===== src/fruit_pkg.sv =====
package fruit_pkg;
    localparam int WORD_W = 16;
    localparam int NUM_GEN = 6;
    // Command codes on the command bus.
    localparam logic [1:0] CMD_NONE = 2'h0;
    localparam logic [1:0] CMD_RESET = 2'h1;
    localparam logic [1:0] CMD_READ = 2'h2;
    localparam logic [1:0] CMD_LOAD = 2'h3;
    // Seeding sequencer counts.
    localparam logic [3:0] SEQ_A_START = 4'h0;
    localparam logic [3:0] SEQ_A_MAX = 4'hf;
    localparam logic [3:0] SEQ_B_START = 4'h5;
    localparam logic [3:0] SEQ_B_STOP = 4'h8;
    localparam int SEED_ONES = 3;
    localparam logic [4:0] BATCH_LEN = 5'h10;
    // Generator lengths and tap masks (bit i is stage i+1).
    localparam int LEN_7 = 7;
    localparam int LEN_11 = 11;
    localparam int LEN_15 = 15;
    localparam int LEN_17 = 17;
    localparam logic [16:0] TAPS_7 = 17'h00060;
    localparam logic [16:0] TAPS_11 = 17'h00500;
    localparam logic [16:0] TAPS_15 = 17'h06000;
    localparam logic [16:0] TAPS_17 = 17'h12000;

    typedef struct packed {
        logic [1:0] code;
        logic [WORD_W-1:0] data;
    } cmd_t;

    typedef struct packed {
        logic [WORD_W-1:0] rate;
        logic [WORD_W-1:0] ms_ratio;
        logic [WORD_W-1:0] fixed_ratio;
    } load_t;

    typedef enum logic [1:0] {
        SEQ_IDLE = 2'b00,
        SEQ_FILL = 2'b01,
        SEQ_BATCH = 2'b11
    } seq_state_t;
endpackage


===== src/fruit_lfsr.sv =====
`timescale 1ns/1ps
`default_nettype none
module fruit_lfsr #(
    parameter int LEN = 7,
    parameter logic [16:0] TAPS = 17'h00060
) (
    input wire logic mclk_in,
    input wire logic reset_in,
    input wire logic seed_sel_in,
    input wire logic seed_bit_in,
    output logic [LEN-1:0] state_out
);
    initial begin
        if (!(LEN == 7 || LEN == 11 || LEN == 15 || LEN == 17))
            $error("fruit_lfsr length must be 7, 11, 15 or 17");
    end

    wire feedback = ^(state_out & TAPS[LEN-1:0]);
    // The first stage acts as a toggle stage: its input is combined with
    // its own output, so an extra gate in that feedback path cancels the toggle.
    wire toggle_in = feedback ^ state_out[0];
    // While seeding, the loop is broken and seed bits shift straight in.
    wire shift_in = seed_sel_in ? seed_bit_in : (toggle_in ^ state_out[0]);
    wire [LEN-1:0] next_state = {state_out[LEN-2:0], shift_in};

    always_ff @(posedge mclk_in) begin
        if (reset_in)
            state_out <= {{(LEN-1){1'b0}}, 1'b1};
        else
            state_out <= next_state;
    end

    chk_never_zero: assert property (@(posedge mclk_in) disable iff (reset_in)
        !seed_sel_in |-> ##1 (state_out != '0 || $past(seed_sel_in)))
        else $error("generator reached all-zero state");
endmodule
`default_nettype wire


===== src/fruit_random_param_gen.sv =====
`timescale 1ns/1ps
`default_nettype none
module fruit_random_param_gen (
    input wire logic mclk_in,
    input wire logic reset_in,
    input wire fruit_pkg::cmd_t cmd_in,
    input wire fruit_pkg::load_t load_in,
    output logic [fruit_pkg::WORD_W-1:0] read_data_out,
    output logic read_valid_out,
    output logic busy_out,
    output logic [fruit_pkg::WORD_W-1:0] rate_out,
    output logic [fruit_pkg::WORD_W-1:0] ms_ratio_out,
    output logic [fruit_pkg::WORD_W-1:0] fixed_ratio_out,
    output logic [fruit_pkg::WORD_W-1:0] interval_out,
    output logic interval_valid_out
);
    localparam int W = fruit_pkg::WORD_W;
    localparam int SEED_LEN = fruit_pkg::LEN_17;

    fruit_pkg::seq_state_t state;
    logic [3:0] cnt_a;
    logic [3:0] cnt_b;
    logic [4:0] seed_pos;
    logic [4:0] batch_cnt;
    logic [2:0] word_idx;
    logic reading;

    wire is_reset = cmd_in.code == fruit_pkg::CMD_RESET;
    wire is_read = cmd_in.code == fruit_pkg::CMD_READ;
    wire is_load = cmd_in.code == fruit_pkg::CMD_LOAD;
    wire a_full = cnt_a == fruit_pkg::SEQ_A_MAX;
    wire b_done = cnt_b == fruit_pkg::SEQ_B_STOP;
    // Seed select is high from the reset command until counter B freezes.
    wire seed_sel = (state == fruit_pkg::SEQ_FILL) && !b_done;
    // Serial seed pattern: zeros first, then three ones in the last three
    // shifts. Every register, short or long, then holds its three ones in
    // the low stages and zeros above them, so none is left all-zero.
    wire seed_bit =
        seed_pos > 5'(SEED_LEN) - 5'(fruit_pkg::SEED_ONES);

    wire [6:0] g_range;
    wire [10:0] g_mono;
    wire [14:0] g_power;
    wire [16:0] g_code;
    wire [14:0] g_ms;
    wire [16:0] g_time;

    fruit_lfsr #(.LEN(fruit_pkg::LEN_7), .TAPS(fruit_pkg::TAPS_7)) u_g0 (
        .mclk_in(mclk_in), .reset_in(reset_in), .seed_sel_in(seed_sel),
        .seed_bit_in(seed_bit), .state_out(g_range));
    fruit_lfsr #(.LEN(fruit_pkg::LEN_11), .TAPS(fruit_pkg::TAPS_11)) u_g1 (
        .mclk_in(mclk_in), .reset_in(reset_in), .seed_sel_in(seed_sel),
        .seed_bit_in(seed_bit), .state_out(g_mono));
    fruit_lfsr #(.LEN(fruit_pkg::LEN_15), .TAPS(fruit_pkg::TAPS_15)) u_g2 (
        .mclk_in(mclk_in), .reset_in(reset_in), .seed_sel_in(seed_sel),
        .seed_bit_in(seed_bit), .state_out(g_power));
    fruit_lfsr #(.LEN(fruit_pkg::LEN_17), .TAPS(fruit_pkg::TAPS_17)) u_g3 (
        .mclk_in(mclk_in), .reset_in(reset_in), .seed_sel_in(seed_sel),
        .seed_bit_in(seed_bit), .state_out(g_code));
    fruit_lfsr #(.LEN(fruit_pkg::LEN_15), .TAPS(fruit_pkg::TAPS_15)) u_g4 (
        .mclk_in(mclk_in), .reset_in(reset_in), .seed_sel_in(seed_sel),
        .seed_bit_in(seed_bit), .state_out(g_ms));
    fruit_lfsr #(.LEN(fruit_pkg::LEN_17), .TAPS(fruit_pkg::TAPS_17)) u_g5 (
        .mclk_in(mclk_in), .reset_in(reset_in), .seed_sel_in(seed_sel),
        .seed_bit_in(seed_bit), .state_out(g_time));

    // Group assembly: one word per generator field.
    wire [W-1:0] word_sel =
        (word_idx == 3'h0) ? W'(g_range) :
        (word_idx == 3'h1) ? W'(g_mono) :
        (word_idx == 3'h2) ? W'(g_power) :
        (word_idx == 3'h3) ? g_code[W-1:0] :
        (word_idx == 3'h4) ? W'(g_ms) : g_time[W-1:0];
    wire last_word = word_idx == 3'(fruit_pkg::NUM_GEN - 1);
    wire seed_end = (state == fruit_pkg::SEQ_FILL) && b_done &&
        (seed_pos >= 5'(SEED_LEN));

    always_ff @(posedge mclk_in) begin
        if (reset_in) begin
            state <= fruit_pkg::SEQ_IDLE;
            cnt_a <= fruit_pkg::SEQ_A_START;
            cnt_b <= fruit_pkg::SEQ_B_START;
            seed_pos <= 5'h0;
            batch_cnt <= 5'h0;
        end else if (is_reset) begin
            state <= fruit_pkg::SEQ_FILL;
            cnt_a <= fruit_pkg::SEQ_A_START;
            cnt_b <= fruit_pkg::SEQ_B_START;
            seed_pos <= 5'h0;
            batch_cnt <= 5'h0;
        end else begin
            case (state)
                fruit_pkg::SEQ_FILL: begin
                    if (!a_full)
                        cnt_a <= cnt_a + 4'h1;
                    else if (!b_done)
                        cnt_b <= cnt_b + 4'h1;
                    if (seed_pos < 5'(SEED_LEN))
                        seed_pos <= seed_pos + 5'h1;
                    if (seed_end)
                        state <= fruit_pkg::SEQ_BATCH;
                end
                fruit_pkg::SEQ_BATCH: begin
                    batch_cnt <= batch_cnt + 5'h1;
                    if (batch_cnt == fruit_pkg::BATCH_LEN - 5'h1)
                        state <= fruit_pkg::SEQ_IDLE;
                end
                default: state <= fruit_pkg::SEQ_IDLE;
            endcase
        end
    end

    always_ff @(posedge mclk_in) begin
        if (reset_in) begin
            reading <= 1'b0;
            word_idx <= 3'h0;
            read_data_out <= '0;
            read_valid_out <= 1'b0;
        end else begin
            read_valid_out <= reading;
            read_data_out <= reading ? word_sel : '0;
            if (is_read && !reading && state == fruit_pkg::SEQ_IDLE) begin
                reading <= 1'b1;
                word_idx <= 3'h0;
            end else if (reading) begin
                word_idx <= last_word ? 3'h0 : word_idx + 3'h1;
                if (last_word)
                    reading <= 1'b0;
            end
        end
    end

    always_ff @(posedge mclk_in) begin
        if (reset_in) begin
            rate_out <= '0;
            ms_ratio_out <= '0;
            fixed_ratio_out <= '0;
        end else if (is_load) begin
            rate_out <= load_in.rate;
            ms_ratio_out <= load_in.ms_ratio;
            fixed_ratio_out <= load_in.fixed_ratio;
        end
    end

    always_ff @(posedge mclk_in) begin
        if (reset_in) begin
            interval_out <= '0;
            interval_valid_out <= 1'b0;
            busy_out <= 1'b0;
        end else begin
            interval_valid_out <= state == fruit_pkg::SEQ_BATCH;
            interval_out <= g_time[W-1:0];
            busy_out <= state != fruit_pkg::SEQ_IDLE || reading;
        end
    end

    chk_seed_counts: assert property (@(posedge mclk_in) disable iff (reset_in)
        is_reset |=> (cnt_a == 4'h0 && cnt_b == 4'h5))
        else $error("seeding counters not preset");
    chk_b_waits: assert property (@(posedge mclk_in) disable iff (reset_in)
        (state == fruit_pkg::SEQ_FILL && !a_full && !is_reset)
        |=> $stable(cnt_b))
        else $error("counter B moved before A overflow");
    chk_b_stops: assert property (@(posedge mclk_in) disable iff (reset_in)
        (b_done && !is_reset) |=> b_done)
        else $error("counter B passed eight");
    chk_batch_len: assert property (@(posedge mclk_in) disable iff (reset_in)
        ($rose(interval_valid_out) && !is_reset) |->
        interval_valid_out [*8])
        else $error("interval batch too short");
    chk_load_update: assert property (@(posedge mclk_in) disable iff (reset_in)
        is_load |=> rate_out == $past(load_in.rate))
        else $error("load did not update rate");
    chk_read_group: assert property (@(posedge mclk_in) disable iff (reset_in)
        $rose(read_valid_out) |-> read_valid_out [*6] ##1 !read_valid_out)
        else $error("read group not six words");
endmodule
`default_nettype wire


===== config.mk =====
export PLATFORM = sky130hd
export DESIGN_NAME = fruit_random_param_gen
export DESIGN_NICKNAME = d
export VERILOG_FILES = /design/src/fruit_pkg.sv /design/src/fruit_lfsr.sv /design/src/fruit_random_param_gen.sv
export SDC_FILE = /design/constraint.sdc
export NUM_CORES = 1
export LEC_CHECK = 0
export ABC_AREA = 1
export BUFFER_PORTS_ARGS = -buffer_cell sky130_fd_sc_hd__buf_4
export CAP_MARGIN = 10
export CORE_ASPECT_RATIO = 1.1
export CORE_UTILIZATION = 35
export CTS_CLUSTER_DIAMETER = 30
export DETAILED_ROUTE_END_ITERATION = 10
export GPL_ROUTABILITY_DRIVEN = 0
export GPL_TIMING_DRIVEN = 0
export PLACE_DENSITY = 0.55
export SYNTH_ARGS = -nofsm -noshare
export SYNTH_HDL_FRONTEND = slang
export SYNTH_HIERARCHICAL = 1
export SYNTH_SLANG_ARGS = --single-unit
export TNS_END_PERCENT = 10

===== constraint.sdc =====
create_clock -name mclk_in -period 1.7 [get_ports mclk_in]
set_input_delay 0.34 -clock mclk_in [delete_from_list [all_inputs] [get_ports mclk_in]]
set_output_delay 0.34 -clock mclk_in [all_outputs]
set_load 0.02 [all_outputs]

Word level (Yosys, flattened, before mapping)
Cells that the tools add are included.
Word-level totals
  memories: 0
  output and inout port bits: 83
  logic and storage cells: 112
  memory bits (read-only): 0
  latch bits: 0
  RAM bits: 0
  bits of input ports: 68
  register bits: 189
Operators by class
  equal/unequal tests: 17
  add/subtract/negate cells: 5
  bitwise operators: 15
  multiply operators: 0
  order comparisons: 3
  mux-type cells: 19
  reductions and logical operators: 28
  shift operators: 0
  divide/modulo/power cells: 0
Operators by type and width (number)
  17-bit parity: 2
  16-bit 2-to-1 mux: 2
  15-bit parity: 2
  15-bit 2-to-1 mux: 1
  1-bit XOR: 12
  11-bit 2-to-1 mux: 1
  11-bit parity: 1
  5-bit by 1-bit adder with 5-bit output (second input constant): 2
  1-bit 2-to-1 mux: 10
  4-bit by 1-bit adder with 4-bit output (second input constant): 2
  4-bit equality test (second input constant): 2
  2-bit AND reduction: 4
  7-bit 2-to-1 mux: 1
  7-bit parity: 1
  2-bit equality test (second input constant): 3
  3-bit by 2-bit equality test with 1-bit output (second input constant): 2
  3-bit equality test (second input constant): 2
  3-bit != test (second input constant): 2
  2-bit OR reduction: 3
  5-bit by 4-bit equality test with 1-bit output (second input constant): 1
  5-bit greater-or-equal comparator (second input constant): 1
  5-bit by 4-bit greater-than comparator with 1-bit output (second input constant): 1
  1-bit logical AND: 5
  5-bit < comparator (second input constant): 1
  other kinds (17): 23

Longest topological paths before layout
Gate-level depths: netlist of run 1.
  word-level depth: 6
  depth in mapped cells: 11
  mapped depth without buffers: 10

Cells and area by module
The synthesis of run 1 kept the hierarchy.
By module, submodules not included
  fruit_random_param_gen: seq. area each 2142.1 sq um, area an instance 4510.6 sq um, cells an instance 639, instances 1
  fruit_lfsr at u_g3 ...: seq. area each 340.3 sq um, area an instance 518.0 sq um, cells an instance 59, instances 2
  fruit_lfsr at u_g2 ...: seq. area each 300.3 sq um, area an instance 447.9 sq um, cells an instance 52, instances 2
  fruit_lfsr at u_g1: seq. area each 220.2 sq um, area an instance 337.8 sq um, cells an instance 40, instances 1
  fruit_lfsr at u_g0: seq. area each 140.1 sq um, area an instance 220.2 sq um, cells an instance 27, instances 1

Worst setup path after synthesis of run 1
Ideal clock, no wire load.
  kind: register -> register
  start: register word_idx[2]
  end: register read_data_out[0] (netlist bit)
  arrival: 1.392 ns
  period minus slack after synthesis: 1.504 ns
  required time: 1.588 ns
  stages on the path, launching flop included: 11
  buffers on the path: 2
  slack: 0.196 ns
  setup time: 0.112 ns
  cell sequence: dfxtp_1 buf_6 inv_1 ha_1 inv_2 clkbuf_1 nand3_1 nand2_1 nand2_1 nand2_1 nand2_1
Between the ends
  longest elaborated chain between the ends: 6
  elaborated cells between the ends (all ways): 10
  classes of those cells: 4 x eq/ne; 5 x mux; 1 x reduce/logical
Ends and longest elaborated chain
  start, declared: line fruit_random_param_gen.sv:25  | logic [2:0] word_idx;
  start signal, assigned: line fruit_random_param_gen.sv:126  | word_idx <= last_word ? 3'h0 : word_idx + 3'h1;
  3-bit equality test: line fruit_random_param_gen.sv:73  | (word_idx == 3'h4) ? W'(g_ms) : g_time[W-1:0];
  16-bit 2-to-1 mux: line fruit_random_param_gen.sv:73
  16-bit 2-to-1 mux: line fruit_random_param_gen.sv:72  | (word_idx == 3'h3) ? g_code[W-1:0] :
  15-bit 2-to-1 mux: line fruit_random_param_gen.sv:71  | (word_idx == 3'h2) ? W'(g_power) :
  11-bit 2-to-1 mux: line fruit_random_param_gen.sv:70  | (word_idx == 3'h1) ? W'(g_mono) :
  7-bit 2-to-1 mux (*): line fruit_random_param_gen.sv:69  | (word_idx == 3'h0) ? W'(g_range) :
  end signal, assigned: line fruit_random_param_gen.sv:121  | read_data_out <= reading ? word_sel : '0;
  end, declared: line fruit_random_param_gen.sv:8  | output logic [fruit_pkg::WORD_W-1:0] read_data_out,
Every way passes the cells marked *; elsewhere a longest branch is shown, timed or not.
A chain may end at the register's enable or synchronous reset.

Worst setup path after layout of run 1
  start: register word_idx[0]
  end: register read_data_out[8] (netlist bit)
Between the ends
  longest elaborated chain between the ends: 5
  elaborated cells between the ends (all ways): 10
  classes of those cells: 4 x eq/ne; 4 x mux; 2 x reduce/logical
Ends and longest elaborated chain (line)
  3-bit equality test: fruit_random_param_gen.sv:73
  16-bit 2-to-1 mux: fruit_random_param_gen.sv:73
  16-bit 2-to-1 mux: fruit_random_param_gen.sv:72
  15-bit 2-to-1 mux: fruit_random_param_gen.sv:71
  11-bit 2-to-1 mux: fruit_random_param_gen.sv:70
Several ways; a longest one is shown, not always the timed one.

==> impl_metrics.csv, run 1 <==
group,metric,value,unit
worst_setup_path,cp_data_arrival_time,1870,ps
sta,timing.setup.tns,0,ps
status,outcome,"completed",
sta,fin_crit,1560,ps
placed_design,place_hpwl,11700,um
sta,rsz0062_at_grt,"false",
synthesis,synthesis.area,7000,sq um
floorplan,start_util,36.2,%
global_routing,grt_pass1_vias,5382,
cells_and_area,drive_above_1_share,18.6,%
clock_network,root_buffer,"clkbuf_16",
floorplan,core_area,19400,sq um
global_routing,grt_usage,16.4,%
sta,fin_worst_skew,10.3,ps
synthesis,avgSynthCellArea,7.54,sq um
pwr,pwr-share-clk,43.9,%
cells_and_area,insertedDiodeCount,0,
pwr,p_comb_share,7.8,%
global_routing,grt_pass1_wl,25900,um
synthesis,yosys-top-cells-count,"248 x nor2_1, 189 x dfxtp_1, 142 x inv_1",
placed_design,portBuffers,134,
synthesis,ys_async_sr_fraction,0,%
worst_setup_path,cp-start-kind,"flop",
pwr,power_density,1070,nW/um^2
cells_and_area,seq_area,3790,sq um
global_routing,grt_max_degree,28,
clock_network,cts_made_buffers,17,
route,drt-wirelength-per-cell,11.9,um
sta,setup_violations,0,
sta,maxSlewHeadroom,65.9,%
route,routed-via-count,5723,
sta,hold_violations,0,
worst_setup_path,crit_type,"reg2reg",
synthesis,synth_edf_count,0,
min_path,hold_depth,3,
clock_network,cts_tree,"built",
cells_and_area,final_cells,1342,
floorplan,dieArea,20600,sq um
route,ant_nets,0,
route,drtPass1Iterations,4,
clock_network,cts.path.max_buffers,2,
floorplan,fp.dieW,137,um
pwr,p_switching,2220,uW
min_path,worstHoldEndpoint,"rate_out[2]",
worst_setup_path,slowest_delay,380,ps
cells_and_area,area_delta_synth_final,28.2,%
worst_setup_path,r2r.worst_path.cells,10,
worst_setup_path,setup.worst_path.end_class,"flop",
floorplan,die_h,150,um
pwr,seqPwrFrac,48.3,%
worst_setup_path,reg2reg_from,"word_idx[0]",
synthesis,synth.distinct_cells,28,
global_routing,antenna_found_initial,0,
run,drv_cap,0,
clock_network,clock_latency,430,ps
worst_setup_path,crit_chain,"nand2_1 > inv_2 > ha_4 > inv_2 > buf_4 > clkbuf_4 > nor2_1 > nor2_1 > a21oi_1 > nor2_1",
synthesis,yosysMostFrequentCell,"nor2_1",
synthesis,synthFlopType,"dfxtp_1",
cells_and_area,fillers,2037,
sta,max_freq,642,MHz
route,remaining_drc_errors,0,
sta,tightest_slew,511,ps
cells_and_area,final_util,46.4,%
pwr,internal_power,7360,uW
worst_setup_path,critical-path-top-delay-family,"buffers and inverters",
worst_setup_path,worstPathMaxFanout,10,
floorplan,rows,53,
min_path,hp-class,"in2reg",
synthesis,ys_ff_latch,189,
worst_setup_path,path_buf_inv,4,
clock_network,htree_levels,4,
sta,finalCritPeriodShare,91.6,%
synthesis,yosys.area.top_type,"dfxtp_1",
min_path,hp-start,"load_in[34]",
placed_design,post_dp_cell_area,8320,sq um
worst_setup_path,crit_required,2020,ps
clock_network,clkTransAtPathRegs,70,ps
placed_design,place_inst,1309,
worst_setup_path,r2r-end,"read_data_out[8]",
route,drt_iter0_drc,275,
clock_network,cts_hold_buf,0,
pwr,ir_drop,0.657,mV
worst_setup_path,r2r_slack,140,ps
clock_network,cts.sinks,189,
floorplan,io-pin-count,151,
worst_setup_path,cp_slowest_cell,"dfxtp_4",
sta,drv_slew,0,
route,routed_wl,16000,um
placed_design,pre_cts_ws,-300,ps
synthesis,syn_inst,928,
synthesis,synth_top_area_share,54.0,%
pwr,swShare,23.2,%
synthesis,synth_top_cells_by_area,"dfxtp_1 54%, nor2_1 13%, inv_1 7.6%, nand2_1 7.6%, o21ai_0 4.4%",
cells_and_area,final_nets,1160,
global_routing,grt-ovfl-total,0,
pwr,p_leak,0.00402,uW
cells_and_area,fin_area,8980,sq um
route,via_per_inst,4.26,
synthesis,yosys_warnings,6,
sta,worst_slack,142,ps
cells_and_area,multiInputGateArea,2460,sq um
synthesis,syn-num-nets,1005,
worst_setup_path,crit_top_cell,"nor2_1",
synthesis,yosysSeqAreaShare,54.0,%
[worst max-delay path by stage]
stage,startpoint,cells after the start,endpoint,slack [ps]
2_1_floorplan,word_idx[2],10,read_data_out[0],200
3_3_place_gp,word_idx[2],10,read_data_out[4],-300
3_5_place_dp,word_idx[2],10,read_data_out[5],-300
4_1_cts,word_idx[1],10,read_data_out[7],10
5_1_grt,cnt_b[0],7,u_g2/state_out[0],20
6_report,word_idx[0],10,read_data_out[8],140
[flip-flops by register name, summed over array words and instances, names as in the netlist, 3 cells and up]
signal and cells:
u_g3/state_out 17, u_g5/state_out 17, fixed_ratio_out 16, interval_out 16, ms_ratio_out 16, rate_out 16, read_data_out 16, u_g2/state_out 15
u_g4/state_out 15, u_g1/state_out 11, u_g0/state_out 7, batch_cnt 5, seed_pos 5, cnt_a 4, cnt_b 4, word_idx 3
[area by class of cell]
type,count,area share [%]
clock buffers,21,5.02
flip-flops and latches,189,42.2
clock inverters,10,1.83
well taps,247,3.44
inverters,144,6.09
repair buffers,136,11.4
multi-input cells,559,27.4
plain buffers,36,2.61
[cell families after synthesis]
family                   count (synthesis)  share of synthesized area, %
flip-flops                             189                          54.0
buffers and inverters                  180                          11.0
adder cells (fa/ha/maj)                  9                          1.61
XOR/XNOR                                 6                         0.751
AND/OR/NAND/NOR                        437                          24.6
AO/OA/AOI/OAI                          107                          7.95
[stage by stage]
step                      total power, uW  hold WS (ps)
after global placement               5490           405
after global routing                 9970           132
after floorplan                      5140           400
after CTS                            9690           120
final                                9580           136
after detailed placement             5490           410
[cells in the final DEF, fill, tap and decap left out]
master,Yosys,routed
nor2_2,3,3
clkbuf_4,0,1
ha_4,0,1
inv_6,0,1
xnor2_1,2,2
clkinvlp_4,0,5
a21oi_2,1,1
nor3b_1,1,1
xor2_1,4,4
clkbuf_16,0,17
clkbuf_1,16,17
nor2_4,2,2
o211ai_1,6,6
buf_8,2,2
nor2_1,248,248
o21ai_0,62,61
nand3_1,35,35
buf_6,7,7
inv_2,1,3
a22oi_1,1,1
dfxtp_4,0,2
nor3_1,4,4
clkinv_2,0,1
inv_1,142,139
clkbuf_2,2,3
nand2_1,141,141
a21oi_1,33,33
inv_4,1,1
o21ai_2,0,1
clkbuf_8,0,1
or2_2,1,1
dfxtp_1,189,187
buf_4,2,138
ha_1,9,8
nand2_2,2,2
bufinv_16,0,4
o21ai_1,4,4
buf_2,7,7
[routing by layer]
layer | vias to the layer above | share of wire [%] | routed length (um) | track usage, %
met5 | - | 0 | 0 | 0
li1 | 3111 | - | - | -
met3 | 12 | 7.7 | 1230 | 6.60
met2 | 131 | 46 | 7390 | 27.1
met4 | 0 | 0.81 | 130 | 5.71
met1 | 2469 | 45 | 7200 | 19.1
[power by group through the flow]
stage / clock, uW / sequential, uW / combinational, uW
2_1_floorplan: 0 / 4820 / 326
3_3_place_gp: 0 / 4730 / 760
3_5_place_dp: 0 / 4730 / 762
4_1_cts: 4300 / 4630 / 763
5_1_grt: 4480 / 4640 / 843
6_report: 4200 / 4630 / 752
[worst reg2reg max path, delay by kind of cell (launching register included)]
kind	cells	cell delay (ps)
buf+inv	4	450
flops	1	380
simple gates	4	280
fa+ha+maj	1	190
compound gates	1	170
[repair_timing]
item                       4_1_cts  5_1_grt
pin swaps                        0        1
setup endpoints to repair       22       16
buffers inserted                 2        0
resized for setup                6        8
Note: power is estimated with default switching activity, not from simulation.
==> run 2: changes to the inputs <==
--- a/config.mk
+++ b/config.mk
@@ -9,14 +9,13 @@
 export BUFFER_PORTS_ARGS = -buffer_cell sky130_fd_sc_hd__buf_4
 export CAP_MARGIN = 10
 export CORE_ASPECT_RATIO = 1.1
-export CORE_UTILIZATION = 35
+export CORE_UTILIZATION = 36
 export CTS_CLUSTER_DIAMETER = 30
 export DETAILED_ROUTE_END_ITERATION = 10
 export GPL_ROUTABILITY_DRIVEN = 0
-export GPL_TIMING_DRIVEN = 0
-export PLACE_DENSITY = 0.55
+export GPL_TIMING_DRIVEN = 1
+export PLACE_DENSITY = 0.57
 export SYNTH_ARGS = -nofsm -noshare
 export SYNTH_HDL_FRONTEND = slang
-export SYNTH_HIERARCHICAL = 1
 export SYNTH_SLANG_ARGS = --single-unit
 export TNS_END_PERCENT = 10
==> impl_metrics.csv, run 2 <==
group,metric,value,unit
status,outcome,"completed",
pwr,pwr-share-clk,42.6,%
global_routing,grt_pass1_wl,23300,um
synthesis,synth_top_area_share,54.5,%
sta,fin_crit,1540,ps
cells_and_area,seq_area,3460,sq um
sta,maxSlewHeadroom,58.6,%
clock_network,clkTransAtPathRegs,60,ps
synthesis,yosys.area.top_type,"dfxtp_1",
synthesis,yosys-top-cells-count,"195 x nor2_1, 173 x dfxtp_1, 119 x inv_1",
route,drtPass1Iterations,4,
worst_setup_path,r2r.worst_path.cells,8,
cells_and_area,top_register,"u_g3.state_out",
pwr,ir_drop,0.731,mV
placed_design,pre_cts_ws,124,ps
global_routing,grt_usage,16.3,%
sta,fin_worst_skew,7.63,ps
floorplan,dieArea,18200,sq um
clock_network,cts.sinks,173,
synthesis,ys_async_sr_fraction,0,%
floorplan,rows,50,
synthesis,synth_top_family_by_area,"simple AND/OR/NAND/NOR gates",
worst_setup_path,cp_data_arrival_time,1850,ps
synthesis,synth_edf_count,0,
synthesis,ys_ff_latch,173,
floorplan,io-pin-count,151,
min_path,hp-class,"in2reg",
synthesis,synth_top_cells_by_area,"dfxtp_1 55%, nor2_1 12%, o21ai_0 8.0%, inv_1 7.0%, nand2_1 4.2%",
worst_setup_path,crit_start,"cnt_b[0]",
route,drt-wirelength-per-cell,11.6,um
synthesis,syn-num-nets,892,
cells_and_area,final_util,47.6,%
synthesis,syn_inst,815,
placed_design,portBuffers,134,
clock_network,cts_hold_buf,0,
worst_setup_path,reg2reg_from,"cnt_b[0]",
sta,hold_violations,0,
sta,finalCritPeriodShare,90.5,%
worst_setup_path,crit_chain,"inv_1 > ha_1 > nand3b_1 > nand2_1 > nor2_1 > inv_1 > o21ai_0 > a21oi_1",
route,drt_iter0_drc,210,
synthesis,avgSynthCellArea,7.79,sq um
floorplan,fp.dieW,129,um
cells_and_area,final_common_cell,"nor2_1",
sta,timing.setup.tns,0,ps
sta,worst_slack,162,ps
synthesis,synth_mux_area_share,0,%
clock_network,cts.path.max_buffers,2,
cells_and_area,drive_above_1_share,20.1,%
worst_setup_path,worstPathMaxFanout,4,
sta,drv_slew,0,
placed_design,place_hpwl,9550,um
clock_network,htree_levels,4,
route,via_per_inst,4.33,
cells_and_area,largest_reg_flops,17,
pwr,p_comb_share,8.2,%
clock_network,clock_latency,420,ps
pwr,power,8630,uW
cells_and_area,mostFrequentLayoutCells,"195 x nor2_1, 173 x dfxtp_1, 152 x buf_4",
worst_setup_path,crit_top_cell,"inv_1",
cells_and_area,insertedDiodeCount,0,
clock_network,cts_made_buffers,17,
synthesis,synth.distinct_cells,27,
floorplan,core_area,17100,sq um
floorplan,start_util,37.0,%
synthesis,synth_xor_xnor_area_share,1.38,%
run,drv_cap,0,
sta,holdWs,145,ps
synthesis,yosys_warnings,0,
synthesis,synth-compound-area-share,13.0,%
worst_setup_path,crit_required,2010,ps
worst_setup_path,r2r-end,"cnt_b[1]",
worst_setup_path,r2r_slack,160,ps
synthesis,synthFlopType,"dfxtp_1",
pwr,internal_power,6610,uW
cells_and_area,multiInputGateArea,2170,sq um
clock_network,root_buffer,"clkbuf_16",
worst_setup_path,setup.worst_path.end_class,"flop",
pwr,p_leak,0.00356,uW
worst_setup_path,cp-endpoint,"cnt_b[1]",
sta,tightest_slew,621,ps
synthesis,yosysMostFrequentCell,"nor2_1",
floorplan,die_h,141,um
route,ant_nets,0,
global_routing,antenna_found_initial,0,
route,routed-via-count,5135,
worst_setup_path,slowest_delay,380,ps
sta,rsz0062_at_grt,"false",
pwr,swShare,23.4,%
global_routing,grt_pass1_vias,4817,
cells_and_area,final_nets,1016,
cells_and_area,fillers,1774,
synthesis,yosys.area_share.simple,18.0,%
clock_network,cts_tree,"built",
global_routing,grt_max_degree,62,
worst_setup_path,cp-start-kind,"flop",
pwr,power_density,1060,nW/um^2
worst_setup_path,crit_type,"reg2reg",
global_routing,grt-ovfl-total,0,
sta,max_freq,650,MHz
synthesis,yosysSeqAreaShare,54.5,%
route,routed_wl,13800,um
synthesis,synthAdderAreaFrac,1.77,%
synthesis,synthesis.area,6350,sq um
worst_setup_path,cp_slowest_cell,"dfxtp_1",
pwr,seqPwrFrac,49.1,%
pwr,p_switching,2020,uW
route,remaining_drc_errors,0,
cells_and_area,area_delta_synth_final,28.5,%
sta,setup_violations,0,
-- run 2: cell types whose count changed after synthesis, sizes merged, moves of 5 or more --
cell    before  now
clkbuf      18   25
xnor2        2    7
a21oi       34   48
nand2      143   72
nor2       253  195
dfxtp      189  173
nand3       35   12
inv        144  121
buf         18   26
o21ai       66  104
-- run 2: per-layer routing --
metal  share of wire, %  wire, um  up-vias  track usage [%]
met2                 46      6350      114             26.0
met3                7.3      1000       14             5.73
met1                 45      6240     2263             20.1
li1                   -         -     2744                -
met5                  0         0        -                0
met4                1.5       204        0             6.32
-- run 2: repair_timing --
action	4_1_cts	5_1_grt
setup buffers	0	0
resized for setup	0	1
endpoints found under the setup margin	0	1
-- run 2: worst min path at each step --
stage	start	to	slack, ps	cells past startpoint
2_1_floorplan	u_g0.state_out[0]	u_g0.state_out[1]	400	2
3_3_place_gp	u_g0.state_out[4]	u_g0.state_out[5]	410	2
3_5_place_dp	u_g0.state_out[4]	u_g0.state_out[5]	410	2
4_1_cts	reset_in	interval_valid_out	120	2
5_1_grt	reset_in	interval_valid_out	140	2
6_report	reset_in	interval_valid_out	150	2
-- run 2: cells by family (layout without fill, tap and decap cells) --
family / after synthesis / after routing
DFF: 173 / 173
and+or+nand+nor: 290 / 290
AOI/OAI and AO/OA: 161 / 161
xor gates and xnor gates: 10 / 10
buffers and inverters: 172 / 308
adders and majority gates: 9 / 9
-- run 2: layout make-up --
| cell class | count | share of cell area (%) |
|---|---|---|
| Sequential cell | 173 | 42.4 |
| Multi-Input combinational cell | 470 | 26.6 |
| Timing Repair Buffer | 156 | 15.0 |
| Clock buffer | 22 | 5.81 |
| Inverter | 121 | 5.57 |
| Tap cell | 234 | 3.59 |
| Clock inverter | 9 | 1.07 |
-- run 2: through the flow --
step,cell area [sq um],std cells
after global routing,8160,1185
after detailed placement,7600,1154
after global placement,7600,1154
after floorplan,6350,815
final,8160,1185
after CTS,8160,1185
-- run 2: critical path: cells and delay by family (launching register included) --
kind | cells | cell delay [ps]
AOI/OAI and AO/OA | 2 | 220
DFF | 1 | 380
and+or+nand+nor | 3 | 430
adders and majority gates | 1 | 190
buffers and inverters | 2 | 210
-- run 2: power by group through the flow --
stage          combinational, uW  sequential, uW  clock [uW]
5_1_grt                      801            4250        3950
4_1_cts                      725            4240        3800
3_5_place_dp                 723            4330           0
6_report                     711            4240        3680
2_1_floorplan                303            4420           0
3_3_place_gp                 722            4330           0
